## src/common/ivl_pkg.sv

```systemverilog
// Constants and carrier types for the input volume and level control block.
package ivl_pkg;
  localparam logic [7:0] ADDR_LEFT_GAIN = 8'h09;
  localparam logic [7:0] ADDR_RIGHT_GAIN = 8'h0c;
  localparam logic [7:0] GAIN_RESET = 8'he1;
  localparam logic [7:0] GAIN_MIN = 8'h01;
  localparam logic [7:0] GAIN_MUTE = 8'h00;
  localparam logic [7:0] READ_ZERO = 8'h00;
  // Sample periods of the shortest waiting period and shortest timeout (128/fs).
  localparam logic [14:0] WAIT_BASE = 15'h0080;
  localparam logic [10:0] ZC_BASE = 11'h080;
  localparam logic [10:0] ZC_ONE = 11'h001;
  localparam logic [14:0] WAIT_ONE = 15'h0001;
  localparam logic [7:0] STEP_ONE = 8'h01;
  localparam logic [3:0] FAST_SHIFT_BASE = 4'h2;
  localparam logic [1:0] FAST_NA = 2'h3;
  // Full-scale fractions of a 16-bit magnitude, index is the threshold select.
  localparam logic [3:0][15:0] DET_LVL = {16'h301b, 16'h4027, 16'h4fd5, 16'h5ffd};
  localparam logic [3:0][15:0] RST_LVL = {16'h2027, 16'h301b, 16'h4027, 16'h4fd5};
  localparam logic [15:0] IMPULSE_LVL = 16'h7f00;
  localparam logic [7:0] INIT_SAMPLES = 8'h40;
  localparam logic [7:0] INIT_ONE = 8'h01;

  typedef enum logic [1:0] {
    ST_OFF = 2'b00,
    ST_INIT = 2'b01,
    ST_MANUAL = 2'b11,
    ST_ALC = 2'b10
  } ivl_mode_t;

  typedef struct packed {
    logic [15:0] left;
    logic [15:0] right;
    logic valid;
  } ivl_sample_t;

  typedef struct packed {
    logic en;
    logic [7:0] addr;
    logic [7:0] data;
  } ivl_wr_t;

  typedef struct packed {
    logic level_control_enable;
    logic [1:0] limiter_threshold_sel;
    logic [1:0] limiter_step_sel;
    logic [2:0] recovery_wait_sel;
    logic [1:0] zero_cross_timeout_sel;
    logic [1:0] recovery_step_sel;
    logic [1:0] fast_recovery_speed_sel;
    logic [7:0] recovery_ceiling_gain;
    logic limiter_zero_cross_disable;
  } ivl_cfg_t;

  typedef struct packed {
    ivl_mode_t mode;
    logic [7:0] left_gain_code;
    logic [7:0] right_gain_code;
    logic [7:0] gain_l;
    logic [7:0] gain_r;
    logic pend_l;
    logic pend_r;
    logic att_pend;
    logic rec_pend;
    logic fast;
    logic sign_l;
    logic sign_r;
    logic [10:0] zc_cnt;
    logic [14:0] wait_cnt;
    logic [7:0] init_cnt;
    logic [7:0] rd_data;
    logic active;
  } ivl_state_t;

  localparam ivl_state_t STATE_RST = '{
    mode: ST_OFF,
    left_gain_code: GAIN_RESET,
    right_gain_code: GAIN_RESET,
    gain_l: GAIN_RESET,
    gain_r: GAIN_RESET,
    default: '0
  };
endpackage

```

## src/rtl/ivl_volume_ctrl.sv

```systemverilog
// Input digital volume with automatic level control, limiter and recovery.
`timescale 1ns/1ns
`default_nettype none
module ivl_volume_ctrl
  import ivl_pkg::*;
(
  input wire logic clock_i,
  input wire logic rstn_i,
  input wire ivl_wr_t wr_i,
  input wire logic [7:0] rd_addr_i,
  output logic [7:0] rd_data_o,
  input wire ivl_cfg_t cfg_i,
  input wire logic left_adc_power_i,
  input wire logic right_adc_power_i,
  input wire ivl_sample_t level_i,
  output logic [7:0] left_gain_o,
  output logic [7:0] right_gain_o,
  output logic level_control_active_o,
  output logic fast_recovery_o
);
  ivl_state_t q;
  ivl_state_t d;
  logic tick;
  logic powered;
  logic [15:0] abs_l;
  logic [15:0] abs_r;
  logic [15:0] peak;
  logic over;
  logic below;
  logic impulse;
  logic zc_l;
  logic zc_r;
  logic timeout;
  logic [10:0] zto_len;
  logic [14:0] wait_base_len;
  logic [14:0] wait_len;
  logic [1:0] fast_sel;
  logic [7:0] lim_step;
  logic [7:0] rec_step;
  logic wr_left_new;
  logic wr_right_new;

  assign tick = level_i.valid;
  assign powered = left_adc_power_i | right_adc_power_i;
  assign abs_l = level_i.left[15] ? (~level_i.left + 16'h0001) : level_i.left;
  assign abs_r = level_i.right[15] ? (~level_i.right + 16'h0001) : level_i.right;
  assign peak = (abs_l > abs_r) ? abs_l : abs_r;
  assign over = peak >= DET_LVL[cfg_i.limiter_threshold_sel];
  assign below = peak < RST_LVL[cfg_i.limiter_threshold_sel];
  assign impulse = tick && (peak >= IMPULSE_LVL);
  assign zc_l = tick && (level_i.left[15] != q.sign_l);
  assign zc_r = tick && (level_i.right[15] != q.sign_r);
  assign zto_len = ZC_BASE << cfg_i.zero_cross_timeout_sel;
  assign timeout = tick && (q.zc_cnt >= (zto_len - ZC_ONE));
  assign wait_base_len = WAIT_BASE << cfg_i.recovery_wait_sel;
  // The not-available speed code falls back to the slowest fast rate.
  assign fast_sel = (cfg_i.fast_recovery_speed_sel == FAST_NA) ? 2'h0 :
                    cfg_i.fast_recovery_speed_sel;
  assign wait_len = q.fast ? (wait_base_len >> (FAST_SHIFT_BASE + 4'(fast_sel))) :
                    wait_base_len;
  assign lim_step = STEP_ONE << cfg_i.limiter_step_sel;
  assign rec_step = {6'h00, cfg_i.recovery_step_sel} + STEP_ONE;
  // Writes only count when they change the stored code.
  assign wr_left_new = wr_i.en && (wr_i.addr == ADDR_LEFT_GAIN) &&
                       (wr_i.data != q.left_gain_code);
  assign wr_right_new = wr_i.en && (wr_i.addr == ADDR_RIGHT_GAIN) &&
                        (wr_i.data != q.right_gain_code);

  always_comb begin
    logic [7:0] g;
    g = q.gain_l;
    d = q;
    if (tick) begin
      d.sign_l = level_i.left[15];
      d.sign_r = level_i.right[15];
      d.zc_cnt = timeout ? '0 : q.zc_cnt + ZC_ONE;
    end
    // Settings are sampled live, so the host must keep them steady while active.
    if (q.mode != ST_ALC) begin
      if (wr_left_new) begin
        d.left_gain_code = wr_i.data;
        d.pend_l = 1'b1;
        d.zc_cnt = '0;
      end
      if (wr_right_new) begin
        d.right_gain_code = wr_i.data;
        d.pend_r = 1'b1;
        d.zc_cnt = '0;
      end
    end
    unique case (q.mode)
      ST_OFF: begin
        if (powered) begin
          d.mode = ST_INIT;
          d.init_cnt = '0;
        end
      end
      ST_INIT: begin
        if (!powered) begin
          d.mode = ST_OFF;
        end else if (tick) begin
          d.init_cnt = q.init_cnt + INIT_ONE;
          if (q.init_cnt == (INIT_SAMPLES - INIT_ONE)) begin
            d.gain_l = d.left_gain_code;
            d.gain_r = cfg_i.level_control_enable ? d.left_gain_code : d.right_gain_code;
            d.pend_l = 1'b0;
            d.pend_r = 1'b0;
            d.wait_cnt = '0;
            d.mode = cfg_i.level_control_enable ? ST_ALC : ST_MANUAL;
          end
        end
      end
      ST_MANUAL: begin
        if (q.pend_l && (zc_l || timeout)) begin
          d.gain_l = q.left_gain_code;
          d.pend_l = wr_left_new; // A write in this cycle stays pending.
        end
        if (q.pend_r && (zc_r || timeout)) begin
          d.gain_r = q.right_gain_code;
          d.pend_r = wr_right_new; // A write in this cycle stays pending.
        end
        if (!powered) begin
          d.mode = ST_OFF;
        end else if (cfg_i.level_control_enable) begin
          d.mode = ST_ALC;
          d.gain_l = q.left_gain_code;
          d.gain_r = q.left_gain_code;
          d.pend_l = 1'b0;
          d.pend_r = 1'b0;
          d.att_pend = 1'b0;
          d.rec_pend = 1'b0;
          d.fast = 1'b0;
          d.wait_cnt = '0;
        end
      end
      ST_ALC: begin
        if (!powered) begin
          d.mode = ST_OFF;
        end else if (!cfg_i.level_control_enable) begin
          // The gains go back to the stored codes at a zero crossing or timeout; re-enabling too soon cuts this short.
          d.mode = ST_MANUAL;
          d.pend_l = 1'b1;
          d.pend_r = 1'b1;
          d.zc_cnt = '0;
        end else if (tick) begin
          if (over) begin
            d.att_pend = 1'b1;
            d.rec_pend = 1'b0;
            d.wait_cnt = '0;
          end else if (!below) begin
            d.wait_cnt = '0;
          end else if (q.wait_cnt >= (wait_len - WAIT_ONE)) begin
            d.rec_pend = 1'b1;
            d.wait_cnt = '0;
          end else begin
            d.wait_cnt = q.wait_cnt + WAIT_ONE;
          end
          if (impulse) begin
            d.fast = 1'b1;
          end
          if ((q.att_pend || over) &&
              (cfg_i.limiter_zero_cross_disable || zc_l || zc_r || timeout)) begin
            if (cfg_i.limiter_zero_cross_disable) begin
              g = (q.gain_l <= STEP_ONE) ? GAIN_MIN : q.gain_l - STEP_ONE;
            end else begin
              g = (q.gain_l <= lim_step) ? GAIN_MIN : q.gain_l - lim_step;
            end
            // A muted code stays muted; the limiter never lifts it.
            if (q.gain_l == GAIN_MUTE) begin
              g = GAIN_MUTE;
            end
            d.att_pend = 1'b0;
          end else if (q.rec_pend && (zc_l || zc_r || timeout)) begin
            if (q.gain_l >= cfg_i.recovery_ceiling_gain) begin
              g = q.gain_l;
            end else if ((cfg_i.recovery_ceiling_gain - q.gain_l) <= rec_step) begin
              g = cfg_i.recovery_ceiling_gain;
            end else begin
              g = q.gain_l + rec_step;
            end
            d.rec_pend = below && (q.wait_cnt >= (wait_len - WAIT_ONE)); // A new expiry wins.
            d.fast = 1'b0;
          end
          d.gain_l = g;
          d.gain_r = g;
        end
      end
    endcase
    if (rd_addr_i == ADDR_LEFT_GAIN) begin
      d.rd_data = d.left_gain_code;
    end else if (rd_addr_i == ADDR_RIGHT_GAIN) begin
      d.rd_data = d.right_gain_code;
    end else begin
      d.rd_data = READ_ZERO;
    end
    d.active = (d.mode == ST_ALC);
  end

  always_ff @(posedge clock_i) begin
    if (!rstn_i) begin
      q <= STATE_RST;
    end else begin
      q <= d;
    end
  end

  assign rd_data_o = q.rd_data;
  assign left_gain_o = q.gain_l;
  assign right_gain_o = q.gain_r;
  assign level_control_active_o = q.active;
  assign fast_recovery_o = q.fast;
endmodule
`default_nettype wire

```

## config.mk

```make
export PLATFORM = sky130hd
export DESIGN_NAME = ivl_volume_ctrl
export DESIGN_NICKNAME = d
export VERILOG_FILES = /design/src/common/ivl_pkg.sv /design/src/rtl/ivl_volume_ctrl.sv
export SDC_FILE = /design/constraint.sdc
export NUM_CORES = 1
export LEC_CHECK = 0
export ABC_AREA = 1
export ABC_CLOCK_PERIOD_IN_PS = 4500
export BUFFER_PORTS_ARGS = -buffer_cell sky130_fd_sc_hd__buf_2
export CORE_ASPECT_RATIO = 0.9
export CORE_UTILIZATION = 45
export CTS_CLUSTER_DIAMETER = 100
export DETAILED_ROUTE_END_ITERATION = 7
export GPL_TIMING_DRIVEN = 0
export HOLD_SLACK_MARGIN = 0.03
export PLACE_DENSITY = 0.67
export SLEW_MARGIN = 10
export SYNTH_ARGS = -nofsm -noshare
export SYNTH_HDL_FRONTEND = slang
export SYNTH_SLANG_ARGS = --single-unit
```

## constraint.sdc

```tcl
create_clock -name clock_i -period 4.5 [get_ports clock_i]
set_clock_uncertainty 0.1 [all_clocks]
set_input_delay 0.225 -clock clock_i [delete_from_list [all_inputs] [get_ports clock_i]]
set_output_delay 0.225 -clock clock_i [all_outputs]
set_load 0.03 [all_outputs]
```

; Word level (Yosys, flattened, before mapping)
; Index checks and enable logic that the tools add are counted.
[totals]
ff_bits = 84
latch_bits = 0
mem_bits_rw = 0
romBits = 0
elab_cells = 186
mem_count = 0
[op_classes]
addsub = 13
multipliers = 0
div = 0
n_lt_le_gt_ge = 11
n_eq_ne = 25
n_shift = 4
mux = 82
n_bitwise = 3
reduce_logical = 31
[ops]
columns = op, n
row1 = $mux 15, 9
row2 = $mux 16, 8
row3 = $mux 8, 16
row4 = $mux 11, 7
row5 = $bmux 16 s2, 2
row6 = $mux 21, 3
row7 = $mux 18, 3
row8 = $pmux 18 s3, 1
row9 = $mux 23, 2
row10 = $pmux 15 s3, 1
row11 = $add 16x1->16 const B, 2
row12 = $eq 8x4->1 const B, 4
row13 = $not 16->16, 2
row14 = $mux 2, 13
row15 = $mux 26, 1
row16 = $ne 2x2->1 const B, 10
row17 = $ge 16x15->1 const B, 1
row18 = $ge 16x16->1, 1
row19 = $gt 16x16->1, 1
row20 = $lt 16x16->1, 1
row21 = $ne 8x8->1, 2
row22 = $pmux 8 s2, 1
row23 = $sub 8x8->8, 2
row24 = $add 15x1->15 const B, 1
row25 = 39 further kinds, 75

; Depth between registers and ports, before layout
[depth]
depth_word = 16
depth_mapped = 36
mapped_depth_nobuf = 34

; Worst setup path before layout
; Ideal clock, no wire load.
[synth_timing]
path_type = input -> register
from = input port level_i[1] (netlist bit)
to = register q (netlist bit right_gain_o[7])
setup_time_ns = 0.126
arrival_ns = 4.096
required_ns = 4.274
slack_ns = 0.179
path_stages = 32
n_path_buf = 2
path_cell_list = inv_1 ha_1 nand4_1 nor3_1 nand2_1 nand2_1 o21ai_0 xor2_1 inv_1 ha_1 nand4_1 nor2_1 nand2_1 nand2_1 nand2_2 inv_1 buf_2 clkbuf_1 o21ai_0 ha_1 a21oi_1 nor2_1 a211oi_1 nand2_1 nand2_1 nand3_2 nand2_2 nand2_1 nand3_1 nand2_1 nand2_1 nand2_1
[synth_between]
elab_chain_len = 13
[synth_lines]
columns = element, line_no
row1 = start: declaration, ivl_volume_ctrl.sv:15  ; input wire ivl_sample_t level_i,
row2 = $not 16->16, ivl_volume_ctrl.sv:46  ; assign abs_r = level_i.right[15] ? (~level_i.right + 16'h0001) : level_i.right;
row3 = $add 16x1->16, ivl_volume_ctrl.sv:46
row4 = $mux 16 (*), ivl_volume_ctrl.sv:46
row5 = $gt 16x16->1, ivl_volume_ctrl.sv:47  ; assign peak = (abs_l > abs_r) ? abs_l : abs_r;
row6 = $mux 16 (*), ivl_volume_ctrl.sv:47
row7 = $ge 16x16->1 (*), ivl_volume_ctrl.sv:48  ; assign over = peak >= DET_LVL[cfg_i.limiter_threshold_sel];
row8 = $logic_or 1x1->1 (*), ivl_volume_ctrl.sv:161  ; if ((q.att_pend || over) &&
row9 = $logic_and 1x1->1 (*), ivl_volume_ctrl.sv:161
row10 = $mux 8 (*), ivl_volume_ctrl.sv:161
row11 = $mux 16 (*), ivl_volume_ctrl.sv:145  ; end else if (tick) begin
row12 = $mux 16 (*), ivl_volume_ctrl.sv:139  ; end else if (!cfg_i.level_control_enable) begin
row13 = $mux 21 (*), ivl_volume_ctrl.sv:137  ; if (!powered) begin
row14 = $pmux 18 s3 (*), ivl_volume_ctrl.sv:91  ; unique case (q.mode)
row15 = end signal: assignment, ivl_volume_ctrl.sv:201  ; q <= STATE_RST;
row16 = end signal: assignment, ivl_volume_ctrl.sv:203  ; q <= d;
row17 = end: declaration, ivl_volume_ctrl.sv:21  ; ivl_state_t q;
; Every way passes the cells marked *; elsewhere a longest branch is shown, timed or not. The select of a mux whose other input is x is not followed.
; A chain may end at the register's enable or synchronous reset.

; Worst setup path in the final report
[layout_timing]
from = input port level_i[4] (netlist bit)
to = register q (netlist bit left_gain_o[2])
; The elaborated chain is that of the path after synthesis.

==> results.py <==
metrics = {
    "outcome": {
        "status": "complete, no violations",
    },
    "drt": {
        "drc": 0,
        "wl_per_cell_um": 13.3,
        "dr_total_vias": 9822,
        "drt_iter0_markers": 620,
        "ant_nets": 0,
        "via_per_inst": 5.29,
        "routed_wl_um": 24700,
        "drtPass1Iterations": 6,
    },
    "power_and_ir_drop": {
        "power_density_mw_per_mm2": 227,
        "total_power_mw": 2.43,
        "vdd_drop_max_v": 0.000195,
        "leakagePower_nw": 5.19,
    },
    "setup_path": {
        "worstReg2RegEnd": "q[31]$_SDFFE_PN0P_",
        "slowest_delay_ns": 0.28,
        "r2r-start": "fast_recovery_o$_SDFFE_PN0P_",
        "r2r_setup_slack_ns": 0.61,
        "worstPathArrival_ns": 4.55,
        "crit_type": "in2reg",
        "critical_path_required_ns": 4.64,
        "end_kind": "flip-flop",
        "reg2reg_depth": 27,
        "critPathMaxFanout": 10,
        "cp_common_cell": "nand2_1",
        "start_kind": "primary input",
        "cp_slowest_cell": "ha_4",
    },
    "clocking": {
        "clk_path_buf_depth": 2,
        "holdBufCountCts": 0,
        "clk_root_buffer_cell": "clkbuf_16",
        "cts_sinks": 84,
        "cts_inserted_buffers": 9,
        "clock_latency_ns": 0.35,
        "tritoncts": "done",
        "cts_htree_levels": 3,
        "clkTransAtPathRegs_ns": 0.07,
    },
    "die": {
        "die_w_um": 151,
        "coreArea_mm2": 0.0194,
        "initial_core_util": 0.464,
        "die_area_mm2": 0.0206,
        "rows": 48,
        "num_io_pins": 111,
        "die_h_um": 136,
    },
    "yosys": {
        "syn_nets": 1630,
        "synth.avg_cell_area_um2": 6.20,
        "synth-seq-cells": 84,
        "yosysSeqAreaShare": 0.187,
        "synth_edf_count": 0,
        "netlist_instances": 1452,
        "synth_flop_cell": "dfxtp_1",
        "ys_warn_count": 0,
        "ys_types": 57,
        "async_flop_share": 0,
        "synth_area_mm2": 0.00900,
    },
    "global_route": {
        "grt_max_degree": 17,
        "grt_pass1_wl_um": 39000,
        "grt_pass1_vias": 8355,
        "grt_usage": 0.235,
        "grt_antenna_before_repair": 0,
        "grt_remaining_overflow": 0,
    },
    "final_layout": {
        "fin_util": 0.552,
        "area.growth.synth_to_final_pct": 19.0,
        "mostFrequentLayoutCell": "nand2_1",
        "n_antenna_cell": 0,
        "layout-drive-gt1-share": 0.166,
        "layout_common_cells": "nand2_1, inv_1, nor2_1",
        "fin_nets": 1779,
        "final_cells": 1856,
    },
    "sta": {
        "layout_worst_path_cycle_share": 0.981,
        "tns_ns": 0,
        "max-slew-margin-rel": 0.494,
        "finalSetupViolCount": 0,
        "slew_viol_final": 0,
        "setup_slack_ns": 0.0870,
        "finalHoldViolCount": 0,
        "fmax_mhz": 227,
        "fin_crit_ns": 4.41,
        "tightest_slew_ns": 0.752,
    },
    "placed_design": {
        "dp.cells": 1810,
        "dpl.hpwl_um": 19400,
        "io_buffers": 108,
        "gp_congestion": 0.897,
        "place_ws_ns": -0.966,
    },
    "worst_hold_path": {
        "min_path_type": "in2reg",
        "hp-start": "wr_i[7]",
        "min_to": "q[73]$_SDFF_PN1_",
        "holdPathStages": 3,
    },
    "job": {
        "max_cap_viol_count": 0,
    },
}
state kept, by name, summed over array words and instances (netlist names):
signal,flops
fast_recovery_o,1
left_gain_o,8
level_control_active_o,1
q,58
rd_data_o,8
right_gain_o,8
what timing repair did:
action                                  in CTS  in global routing
resized for setup                           21                 66
buffers inserted                             2                 26
hold endpoints to repair                     0                  0
cloned                                       0                  2
pin swaps                                    1                 37
endpoints found under the setup margin      34                 34
cell type report:
type / count / area, um^2
Clock inverter: 7 / 81.3
Multi-Input combinational cell: 1102 / 6470
Timing Repair Buffer: 138 / 793
Fill cell: 1983 / 8690
Sequential cell: 84 / 1680
Inverter: 214 / 811
Tap cell: 250 / 313
Clock buffer: 9 / 225
Buffer: 52 / 325
worst max-delay path by stage:
stage	startpoint	endpoint	slack, ns	cells after the start
2_1_floorplan	level_i[1]	right_gain_o[7]$_SDFFE_PN1P_	0.18	32
3_3_place_gp	level_i[1]	left_gain_o[5]$_SDFFE_PN1P_	-0.86	33
3_5_place_dp	level_i[1]	right_gain_o[6]$_SDFFE_PN1P_	-0.97	33
4_1_cts	level_i[1]	q[31]$_SDFFE_PN0P_	0.007	32
5_1_grt	level_i[4]	q[24]$_SDFFE_PN0P_	-0.14	29
6_report	level_i[4]	left_gain_o[2]$_SDFFE_PN0P_	0.09	30
cells in the mapped netlist, types with 4 or more instances:
library cell / n / area [um^2]
a211oi_1: 10 / 75.1
a21oi_1: 104 / 521
a22o_1: 4 / 35.0
a22oi_1: 10 / 75.1
a31oi_1: 4 / 25.0
buf_2: 5 / 25.0
buf_4: 25 / 188
clkbuf_1: 20 / 75.1
clkinv_1: 8 / 30.0
dfxtp_1: 84 / 1680
ha_1: 90 / 1130
inv_1: 205 / 769
nand2_1: 348 / 1310
nand2_2: 6 / 37.5
nand3_1: 74 / 370
nand3_2: 4 / 40.0
nand3b_1: 5 / 37.5
nand4_1: 28 / 175
nor2_1: 149 / 559
nor2_2: 4 / 25.0
nor3_1: 31 / 155
nor3b_1: 4 / 30.0
nor4_1: 6 / 37.5
o211ai_1: 7 / 52.6
o21ai_0: 100 / 500
o22ai_1: 8 / 50.1
or2_2: 8 / 50.1
xnor2_1: 15 / 131
xor2_1: 42 / 368
power by group:
group / total, mW / internal (mW) / leakage [nW] / switching, mW
Sequential: 0.754 / 0.749 / 0.679 / 0.00494
Combinational: 0.905 / 0.380 / 4.37 / 0.526
Clock: 0.771 / 0.438 / 0.141 / 0.333
critical path: cells and delay by family:
family | cells | cell delay, ns
simple gates | 16 | 2.25
xor+xnor | 1 | 0.22
compound gates | 5 | 0.67
buf+inv | 6 | 0.67
fa+ha+maj | 2 | 0.52
cells by family (layout without fill, tap and decap cells):
| kind of cell | count (synthesis) | in the layout | synth area share |
|---|---|---|---|
| fa+ha+maj | 93 | 93 | 0.132 |
| xor+xnor | 57 | 57 | 0.0555 |
| simple gates | 678 | 678 | 0.328 |
| other cells | 2 | 2 | 0.000835 |
| buf+inv | 266 | 420 | 0.123 |
| compound gates | 272 | 272 | 0.174 |
| flops | 84 | 84 | 0.187 |
per-stage QoR:
stage               hold slack, ns  instance area, um^2
floorplan                    0.263                 9000
global placement             0.373                 9850
detailed placement           0.378                 9850
CTS                         0.0696                10200
global route                0.0849                10700
finish                      0.0849                10700
per-layer routing:
layer / global-route usage / up-vias / share of wire
met1: 0.308 / 4508 / 0.47
li1: - / 5061 / -
met3: 0.0262 / 24 / 0.039
met5: 0 / - / 0
met2: 0.409 / 229 / 0.48
met4: 0.0539 / 0 / 0.010
No activity file was read; power rests on OpenSTA's default activity.
